`src/wwd_pkg.sv`:
```
// Package for the windowed watchdog: configuration word layout, encodings, register map.
// Assumes a single 40 MHz system clock; oscillator ticks arrive as pins and are synchronised.
package wwd_pkg;

	// Configuration word (24 bits) field positions
	localparam int CFG_W = 24;
	localparam int POS_PS = 0;
	localparam int POS_PSA = 4;
	localparam int POS_EN = 5;
	localparam int POS_WIN_DIS = 7;
	localparam int POS_WIN = 8;
	localparam int POS_UNUSED10 = 10;
	localparam int POS_CMX = 11;
	localparam int POS_CLK = 13;

	// Unimplemented bits (23:15, 12, 10) read as one
	localparam logic [23:0] CFG_ONES_MASK = 24'hff9400;
	localparam logic [23:0] CFG_RESET = 24'hffffff;

	// Register offsets on the plain port
	localparam logic [3:0] ADDR_CFG = 4'h0;
	localparam logic [3:0] ADDR_CTRL = 4'h1;
	localparam logic [3:0] ADDR_STATUS = 4'h2;
	localparam logic [3:0] ADDR_MASK = 4'h3;
	localparam logic [3:0] ADDR_COUNT = 4'h4;

	// Control register bits
	localparam int CTRL_SWEN = 0;
	localparam int CTRL_CLEAR = 1;

	// Status bit positions
	localparam int ST_EXPIRE = 0;
	localparam int ST_EARLY = 1;
	localparam int ST_CLEARED = 2;
	localparam int ST_W = 3;

	// Prescaler terminal counts (ratio minus one)
	localparam logic [7:0] PRE_SMALL = 8'h1f;
	localparam logic [7:0] PRE_LARGE = 8'h7f;

	// Reset pulse width in system clocks
	localparam logic [3:0] RST_PULSE = 4'h8;

	// Clock source codes
	typedef enum logic [1:0] {
		WWD_SRC_LOW_RC = 2'b00,
		WWD_SRC_PER = 2'b01,
		WWD_SRC_SECOND = 2'b11,
		WWD_SRC_FAST_RC = 2'b10
	} wwd_src_t;

	// Decoded configuration travelling between modules
	typedef struct packed {
		logic [1:0] clk_sel;
		logic clk_mux_en;
		logic [1:0] win_width;
		logic win_dis;
		logic [1:0] en_policy;
		logic pre_sel;
		logic [3:0] post_sel;
	} wwd_cfg_t;

	// System context inputs
	typedef struct packed {
		logic sysclk_is_low_rc;
		logic asleep;
	} wwd_ctx_t;

	// Decode the raw configuration word into fields
	function automatic wwd_cfg_t wwd_decode(input logic [23:0] w);
		wwd_cfg_t c;
		c.clk_sel = w[POS_CLK +: 2];
		c.clk_mux_en = w[POS_CMX];
		c.win_width = w[POS_WIN +: 2];
		c.win_dis = w[POS_WIN_DIS];
		c.en_policy = w[POS_EN +: 2];
		c.pre_sel = w[POS_PSA];
		c.post_sel = w[POS_PS +: 4];
		return c;
	endfunction : wwd_decode

endpackage : wwd_pkg

```
`src/wwd_clk_sel.sv`:
```
// Watchdog clock-source selector: picks one of four synchronised tick streams.
// Assumes tick inputs are already synchronised single-cycle pulses on sys_clk_in.
`timescale 1ns/1ps
module wwd_clk_sel (
	// Clock and reset
	input wire logic sys_clk_in,
	input wire logic rst_n_in,
	// Configuration and context
	input wire wwd_pkg::wwd_cfg_t cfg_in,
	input wire wwd_pkg::wwd_ctx_t ctx_in,
	// Source ticks
	input wire logic low_rc_tick_in,
	input wire logic per_tick_in,
	input wire logic second_tick_in,
	input wire logic fast_rc_tick_in,
	// Selected tick
	output logic tick_out,
	output wwd_pkg::wwd_src_t src_out
);
	import wwd_pkg::*;

	typedef struct packed {
		wwd_src_t src;
		logic tick;
	} wwd_sel_state_t;

	wwd_sel_state_t st_r;
	wwd_sel_state_t st_nxt;

	// Pick the source, then route that source's tick; registered to keep the mux glitch free
	always_comb begin
		st_nxt = st_r;
		if (!cfg_in.clk_mux_en) begin
			st_nxt.src = WWD_SRC_LOW_RC;
		end else begin
			unique case (cfg_in.clk_sel)
				2'b00: st_nxt.src = (ctx_in.sysclk_is_low_rc || ctx_in.asleep) ?
					WWD_SRC_LOW_RC : WWD_SRC_PER;
				2'b01: st_nxt.src = WWD_SRC_SECOND;
				2'b10: st_nxt.src = (!cfg_in.win_dis && !ctx_in.sysclk_is_low_rc &&
					!ctx_in.asleep) ? WWD_SRC_FAST_RC : WWD_SRC_LOW_RC;
				2'b11: st_nxt.src = WWD_SRC_LOW_RC;
			endcase
		end
		unique case (st_r.src)
			WWD_SRC_LOW_RC: st_nxt.tick = low_rc_tick_in;
			WWD_SRC_PER: st_nxt.tick = per_tick_in;
			WWD_SRC_SECOND: st_nxt.tick = second_tick_in;
			WWD_SRC_FAST_RC: st_nxt.tick = fast_rc_tick_in;
		endcase
		if (!rst_n_in) begin
			st_nxt.src = WWD_SRC_LOW_RC;
			st_nxt.tick = 1'b0;
		end
	end

	always_ff @(posedge sys_clk_in) begin
		st_r <= st_nxt;
	end

	assign tick_out = st_r.tick;
	assign src_out = st_r.src;
endmodule : wwd_clk_sel

```
`src/wwd_sync.sv`:
```
// Two-flop synchroniser bank for pin-level inputs.
// Assumes inputs are asynchronous to sys_clk_in.
`timescale 1ns/1ps
module wwd_sync #(
	parameter int WIDTH = 4
) (
	// Clock and reset
	input wire logic sys_clk_in,
	input wire logic rst_n_in,
	// Levels
	input wire logic [WIDTH-1:0] async_in,
	output logic [WIDTH-1:0] sync_out
);
	typedef struct packed {
		logic [WIDTH-1:0] meta;
		logic [WIDTH-1:0] sync;
	} wwd_sync_state_t;

	wwd_sync_state_t st_r;
	wwd_sync_state_t st_nxt;

	// The first stage feeds only the second stage
	always_comb begin
		st_nxt.meta = async_in;
		st_nxt.sync = st_r.meta;
		if (!rst_n_in) begin
			st_nxt = '0;
		end
	end

	always_ff @(posedge sys_clk_in) begin
		st_r <= st_nxt;
	end

	assign sync_out = st_r.sync;

endmodule : wwd_sync

```
`src/wwd_top.sv`:
```
// Windowed watchdog top: configuration word, prescaler, postscaler, window and reset.
// Assumes oscillator clocks arrive as slow square waves on pins, sampled at 40 MHz.
// Notes on behaviour
// - Mux bit set means the two-bit select field chooses the watchdog clock.
// - Mux bit clear means the low-power RC always clocks the watchdog.
// - Select 00 peripheral unless low-power system clock or sleep; 01 secondary; 11 low-power.
// - Select 10 uses fast RC only when windowed, system clock not low-power, awake.
// - Window width 11=25%, 10=37.5%, 01=50%, 00=75% of the period.
// - Window-disable bit one turns windowing off, zero turns it on.
// - Enable 11 runs always; 10 leaves running to the software enable bit.
// - Enable 01 runs only while awake; software enable ignored.
// - Enable 00 keeps the watchdog off and ignores software enable.
// - Prescale bit set divides by 128, clear divides by 32.
// - Postscale field selects two to the field value, 1:1 up to 1:32768.
// - Unused configuration bit 10 always reads back as one.
`timescale 1ns/1ps
module wwd_top (
	// Clock and reset
	input wire logic sys_clk_in,
	input wire logic rst_n_in,
	// Nonvolatile configuration word, stable after power-up
	input wire logic [23:0] cfg_word_in,
	// Oscillator clock pins
	input wire logic low_power_rc_osc_in,
	input wire logic per_clk_in,
	input wire logic secondary_osc_in,
	input wire logic fast_rc_osc_in,
	// System context, same clock domain
	input wire wwd_pkg::wwd_ctx_t ctx_in,
	// Register port
	input wire logic [3:0] reg_addr_in,
	input wire logic [31:0] reg_wdata_in,
	input wire logic reg_wr_in,
	input wire logic reg_rd_in,
	output logic [31:0] reg_rdata_out,
	// Results
	output logic wd_reset_out,
	output logic irq_out
);
	import wwd_pkg::*;

	typedef struct packed {
		logic [23:0] cfg;
		logic sw_en;
		logic [3:0] osc_prev;
		logic [6:0] pre_cnt;
		logic [14:0] post_cnt;
		logic [ST_W-1:0] status;
		logic [ST_W-1:0] mask;
		logic [3:0] rst_cnt;
		logic rst_pulse;
		logic [31:0] rdata;
	} wwd_state_t;

	wwd_state_t st_r;
	wwd_state_t st_nxt;

	logic [3:0] osc_sync;
	logic wd_tick;
	wwd_cfg_t cfg;
	logic running;
	logic pre_done;
	logic [14:0] post_last;
	logic in_window;
	logic clear_req;
	logic expire;
	logic early;
	logic [ST_W-1:0] events;

	// Postscale terminal count: two to the field value, minus one
	function automatic logic [14:0] post_term(input logic [3:0] sel);
		logic [15:0] ratio;
		ratio = 16'h0001 << sel;
		return ratio[14:0] - 15'h0001;
	endfunction : post_term

	// Window opens when the count reaches the start of the final window share
	function automatic logic win_open(input logic [14:0] cnt, input logic [14:0] last,
		input logic [1:0] width);
		logic [15:0] len;
		logic [17:0] start8;
		len = {1'b0, last} + 16'h0001;
		unique case (width)
			2'b11: start8 = 18'(len) * 18'h6; // 75% closed, last 25% open
			2'b10: start8 = 18'(len) * 18'h5; // 37.5% window
			2'b01: start8 = 18'(len) * 18'h4; // 50% window
			2'b00: start8 = 18'(len) * 18'h2; // 75% window
		endcase
		return ({cnt, 3'h0} >= start8);
	endfunction : win_open

	// Oscillator pins pass two flops before use
	wwd_sync #(
		.WIDTH(4)
	) u_sync (
		.sys_clk_in(sys_clk_in),
		.rst_n_in(rst_n_in),
		.async_in({fast_rc_osc_in, secondary_osc_in, per_clk_in, low_power_rc_osc_in}),
		.sync_out(osc_sync)
	);

	assign cfg = wwd_decode(st_r.cfg);

	// Clock source choice
	wwd_clk_sel u_clk_sel (
		.sys_clk_in(sys_clk_in),
		.rst_n_in(rst_n_in),
		.cfg_in(cfg),
		.ctx_in(ctx_in),
		.low_rc_tick_in(osc_sync[0] & ~st_r.osc_prev[0]),
		.per_tick_in(osc_sync[1] & ~st_r.osc_prev[1]),
		.second_tick_in(osc_sync[2] & ~st_r.osc_prev[2]),
		.fast_rc_tick_in(osc_sync[3] & ~st_r.osc_prev[3]),
		.tick_out(wd_tick),
		.src_out()
	);

	// Enable policy decides whether the counters advance
	always_comb begin
		unique case (cfg.en_policy)
			2'b11: running = 1'b1;
			2'b10: running = st_r.sw_en;
			2'b01: running = !ctx_in.asleep;
			2'b00: running = 1'b0;
		endcase
	end

	// Prescale ends at 32 or 128 ticks; postscale at its terminal count
	assign pre_done = wd_tick && (st_r.pre_cnt == (cfg.pre_sel ? PRE_LARGE[6:0] :
		PRE_SMALL[6:0]));
	assign post_last = post_term(cfg.post_sel);
	assign expire = running && pre_done && (st_r.post_cnt >= post_last);
	// Windowing is off when the disable bit is one
	assign in_window = cfg.win_dis || win_open(st_r.post_cnt, post_last,
		cfg.win_width);
	assign clear_req = reg_wr_in && reg_addr_in == ADDR_CTRL && reg_wdata_in[CTRL_CLEAR];
	assign early = running && clear_req && !in_window;
	assign events = {running && clear_req && in_window, early, expire};

	// Next state: counters, registers, sticky status and reset pulse
	always_comb begin
		st_nxt = st_r;
		st_nxt.osc_prev = osc_sync;
		st_nxt.rdata = 32'h0;
		if (running && wd_tick) begin
			st_nxt.pre_cnt = pre_done ? 7'h00 : st_r.pre_cnt + 7'h01;
			if (pre_done) begin
				st_nxt.post_cnt = (st_r.post_cnt >= post_last) ? 15'h0000 :
					st_r.post_cnt + 15'h0001;
			end
		end
		if (!running || (clear_req && in_window)) begin
			st_nxt.pre_cnt = 7'h00;
			st_nxt.post_cnt = 15'h0000;
		end
		if (reg_wr_in && reg_addr_in == ADDR_CTRL) begin
			st_nxt.sw_en = reg_wdata_in[CTRL_SWEN];
		end
		if (reg_wr_in && reg_addr_in == ADDR_MASK) begin
			st_nxt.mask = reg_wdata_in[ST_W-1:0];
		end
		// Reading status clears it, but a same-cycle event still lands
		if (reg_rd_in) begin
			unique case (reg_addr_in)
				ADDR_CFG: st_nxt.rdata = {8'h00, st_r.cfg | CFG_ONES_MASK};
				ADDR_CTRL: st_nxt.rdata = {31'h0, st_r.sw_en};
				ADDR_STATUS: st_nxt.rdata = {29'h0, st_r.status};
				ADDR_MASK: st_nxt.rdata = {29'h0, st_r.mask};
				ADDR_COUNT: st_nxt.rdata = {10'h0, st_r.post_cnt, st_r.pre_cnt};
				default: st_nxt.rdata = 32'h0;
			endcase
			if (reg_addr_in == ADDR_STATUS) begin
				st_nxt.status = '0;
			end
		end
		st_nxt.status = st_nxt.status | events;
		// Expiry or early clear holds the device reset for a fixed pulse
		if (expire || early) begin
			st_nxt.rst_cnt = RST_PULSE;
			st_nxt.rst_pulse = 1'b1;
			st_nxt.pre_cnt = 7'h00;
			st_nxt.post_cnt = 15'h0000;
		end else if (st_r.rst_cnt != 4'h0) begin
			st_nxt.rst_cnt = st_r.rst_cnt - 4'h1;
			st_nxt.rst_pulse = (st_r.rst_cnt != 4'h1);
		end
		if (!rst_n_in) begin
			st_nxt = '0;
			st_nxt.cfg = CFG_RESET;
		end else if (st_r.rst_cnt == 4'h0 && !st_r.rst_pulse && st_r.cfg == CFG_RESET) begin
			st_nxt.cfg = cfg_word_in; // Word latched once after reset release
		end
	end

	always_ff @(posedge sys_clk_in) begin
		st_r <= st_nxt;
	end

	assign reg_rdata_out = st_r.rdata;
	assign wd_reset_out = st_r.rst_pulse;
	assign irq_out = |(st_r.status & st_r.mask);
endmodule : wwd_top

```
`config.mk`:
```
export PLATFORM = sky130hd
export DESIGN_NAME = wwd_top
export DESIGN_NICKNAME = d
export VERILOG_FILES = /design/src/wwd_pkg.sv /design/src/wwd_clk_sel.sv /design/src/wwd_sync.sv /design/src/wwd_top.sv
export SDC_FILE = /design/constraint.sdc
export NUM_CORES = 1
export LEC_CHECK = 0
export BUFFER_PORTS_ARGS = -buffer_cell sky130_fd_sc_hd__buf_4
export CAP_MARGIN = 20
export CORE_ASPECT_RATIO = 1.4
export CORE_MARGIN = 4
export CORE_UTILIZATION = 40
export CTS_CLUSTER_SIZE = 28
export DETAILED_ROUTE_END_ITERATION = 8
export HOLD_SLACK_MARGIN = 0.02
export SYNTH_ARGS = -nofsm -noshare
export SYNTH_HDL_FRONTEND = slang
export SYNTH_HIERARCHICAL = 1
export SYNTH_SLANG_ARGS = --single-unit
export TNS_END_PERCENT = 1
```
`constraint.sdc`:
```
create_clock -name sys_clk_in -period 10.7 [get_ports sys_clk_in]
set_input_delay 0 -clock sys_clk_in [delete_from_list [all_inputs] [get_ports sys_clk_in]]
set_output_delay 0 -clock sys_clk_in [all_outputs]
set_load 0.02 [all_outputs]
```
==> impl_metrics.yaml <==
finish:
  fin_area_um2: 8309
  synthToLayoutAreaGrowth_pct: 13.93
  final_cell_mix: "96 x dfxtp_1, 85 x nor2_1, 85 x nand2_1"
  fin_cells: 1210
  drive_gt1_frac: 0.1227
  final_nets: 1102
  insertedDiodeCount: 0
  final_common_cell: "dfxtp_1"
place:
  dp_cells: 1159
  gp_congestion: 0.8748
  hpwl_um: 14900
  dp_slack_ns: 3.455
  place.port_buffers: 66
  dpl_cell_area_um2: 7657
power:
  power.leakage_nw: 3.832
  pwr_density_cell_nw_per_um2: 157.9
  worst_ir_drop_vdd_mv: 0.1336
  total_power_mw: 1.312
timing:
  layout_setup_ws_ns: 3.400
  setup_tns_ns: 0
  finalHoldViolations: 0
  timing.slew.headroom: 0.3593
  tightestPinTransition_ns: 0.9597
  skew_ns: 0.009043
  min_period_ns: 7.300
  fin_crit_sh: 0.6822
  drv_slew: 0
  rsz0062_at_grt: "false"
  setup_violations: 0
  max_freq_ghz: 0.1370
worst_setup_path:
  crit_path_max_incr_delay_ns: 0.95
  critPathLaunchType: "flop"
  end_kind: "flop"
  reg2reg_from: "cfg[3]"
  worstRegToRegCells: 25
  crit_type: "reg2reg"
  worstPathRequired_ns: 10.92
  critical_path.top_delay_family: "compound AO/OA/AOI/OAI gates"
  cp.depth: 25
  ff2ff_setup_slack_ns: 3.40
  critPathBufInv: 1
  r2r-end: "st_r[34]"
  worstPathArrival_ns: 7.52
  cp_max_fo: 28
  critical-path-slowest-cell: "dfxtp_1"
clocking:
  htreeDepth: 3
  clock-sinks: 96
  max-clock-path-buffers: 2
  cts_buffers: 9
  post-cts-setup-buffer-count: 0
  cts_tree: "done"
  cts_root_buffer: "clkbuf_16"
  insertion_delay_ns: 0.35
  clkTransAtPathRegs_ns: 0.07
hold_path:
  worstHoldStart: "rst_n_in"
  min_to: "st_r[88]"
  holdPathStages: 2
  worstHoldPathType: "in2reg"
synthesis:
  synth_top_flop_cell: "dfxtp_1"
  ys_seq_elements: 96
  yosysWarningCount: 6
  synth_edf_count: 0
  ys_seq_area_frac: 0.2635
  syn_area_um2: 7293
  synthArstFlopShare: 0
  avgSynthCellArea_um2: 7.902
  synthCells: 923
  ys_types: 83
die:
  row_count: 58
  pin_count: 104
  dieHeight_um: 167.8
  die_w_um: 122.1
  start_util: 0.4069
  die_area_um2: 20490
  core_um2: 17920
detailed_routing:
  via_count: 6558
  routed_wl_um: 19420
  wl_per_cell_um: 16.05
  via_per_inst: 5.420
  drtAntennaViolNets: 0
  dr.pass1.iters: 5
  drtIter0Drc: 266
  drc: 0
run_status:
  status: "completed"
global_routing:
  grt_pass1_wl_um: 32090
  grt_max_degree: 44
  grt-ovfl-total: 0
  grtUsageTotal: 0.1932
  grt_pass1_vias: 6406
  antenna_found_initial: 0
flow_run:
  maxCapViolations: 0
-- stage by stage --
stage          hold WS (ns)  utilization
4_1_cts             0.02109       0.4636
6_report            0.02497       0.4636
3_3_place_gp         0.2021       0.4272
2_1_floorplan        0.1217            -
3_5_place_dp         0.2073       0.4272
5_1_grt             0.04638       0.4636
-- Yosys cell counts (9+ instances only) --
cell type | count | share of area
nand3_1 | 28 | 0.019
buf_2 | 9 | 0.0062
clkbuf_1 | 28 | 0.014
xor2_1 | 12 | 0.014
nand2_1 | 85 | 0.044
o21a_1 | 11 | 0.011
buf_4 | 38 | 0.039
o211ai_1 | 11 | 0.011
a211oi_1 | 15 | 0.015
mux2i_1 | 23 | 0.032
nor2b_1 | 11 | 0.0094
and2_1 | 20 | 0.017
dfxtp_1 | 96 | 0.26
inv_1 | 31 | 0.016
a21oi_1 | 63 | 0.043
nand4_1 | 12 | 0.010
nor2_1 | 85 | 0.044
o21ai_0 | 70 | 0.048
ha_1 | 65 | 0.11
a21o_1 | 17 | 0.017
nand2b_1 | 12 | 0.010
xnor2_1 | 30 | 0.036
nor3_1 | 19 | 0.013
-- layout make-up --
| cell class | instances | area (um^2) |
|---|---|---|
| clock buffers | 10 | 239.0 |
| clock inverters | 6 | 62.56 |
| fillers | 1798 | 9615 |
| inverters | 37 | 138.9 |
| multi-input cells | 714 | 4756 |
| flip-flops and latches | 96 | 1922 |
| well taps | 240 | 300.3 |
| repair buffers | 107 | 890.9 |
-- per-layer routing --
layer / vias up / global-route usage / share of wire
met5: - / 0 / 0
met4: 0 / 0.06920 / 0.028
met3: 32 / 0.02251 / 0.032
met2: 164 / 0.3650 / 0.54
met1: 3022 / 0.2193 / 0.40
li1: 3340 / - / -
-- how the worst max path moves through the flow --
stage	startpoint	to
floorplan	cfg[2]	st_r[33]
global placement	cfg[3]	st_r[33]
detailed placement	cfg[3]	st_r[34]
CTS	cfg[3]	st_r[34]
global route	cfg[3]	st_r[34]
finish	cfg[3]	st_r[34]
-- worst reg2reg max path, stage by stage (launching register included) --
cell and delay, ns:
dfxtp_1 0.95, or2_2 0.33, inv_1 0.09, nand2_1 0.14
ha_1 0.60, nand2b_1 0.40, nor3_1 0.24, a221o_1 0.27
ha_1 0.27, ha_1 0.23, fa_1 0.42, a21o_1 0.18
a21o_1 0.21, a21oi_1 0.50, o211ai_1 0.15, o211ai_1 0.15
xnor2_1 0.11, a211oi_1 0.29, ha_1 0.28, a2111o_1 0.43
nor2_1 0.09, o211ai_1 0.10, a21oi_1 0.25, o211ai_2 0.18
o211ai_1 0.22, a211oi_1 0.08
-- cell families (layout without fill, tap and decap cells) --
| kind of cell | count (synthesis) | in the layout | synth area share |
|---|---|---|---|
| AOI/OAI and AO/OA | 256 | 256 | 0.2302 |
| xor gates and xnor gates | 42 | 42 | 0.05044 |
| adders and majority gates | 67 | 67 | 0.1170 |
| buffers and inverters | 120 | 160 | 0.08801 |
| DFF | 96 | 96 | 0.2635 |
| muxes | 26 | 26 | 0.03929 |
| other | 1 | 8 | 0.0005142 |
| and+or+nand+nor | 315 | 315 | 0.2110 |
-- state kept, by name (all words and copies together), names as in the netlist --
signal              count
u_sync/st_r             4
cfg                    13
reg_rdata_out          23
u_clk_sel/src_out       2
st_r                   48
u_sync/sync_out         4
u_clk_sel/tick_out      1
wd_reset_out            1
-- repair_timing --
item	in CTS	in global routing
hold endpoints to repair	39	0
resized for setup	0	0
hold buffers	35	0
-- report_power, final --
part / internal, mW / switching [mW]
registers: 0.394 / 0.0523
logic: 0.219 / 0.331
clock network: 0.170 / 0.147
(Power assumes the default switching activity.)
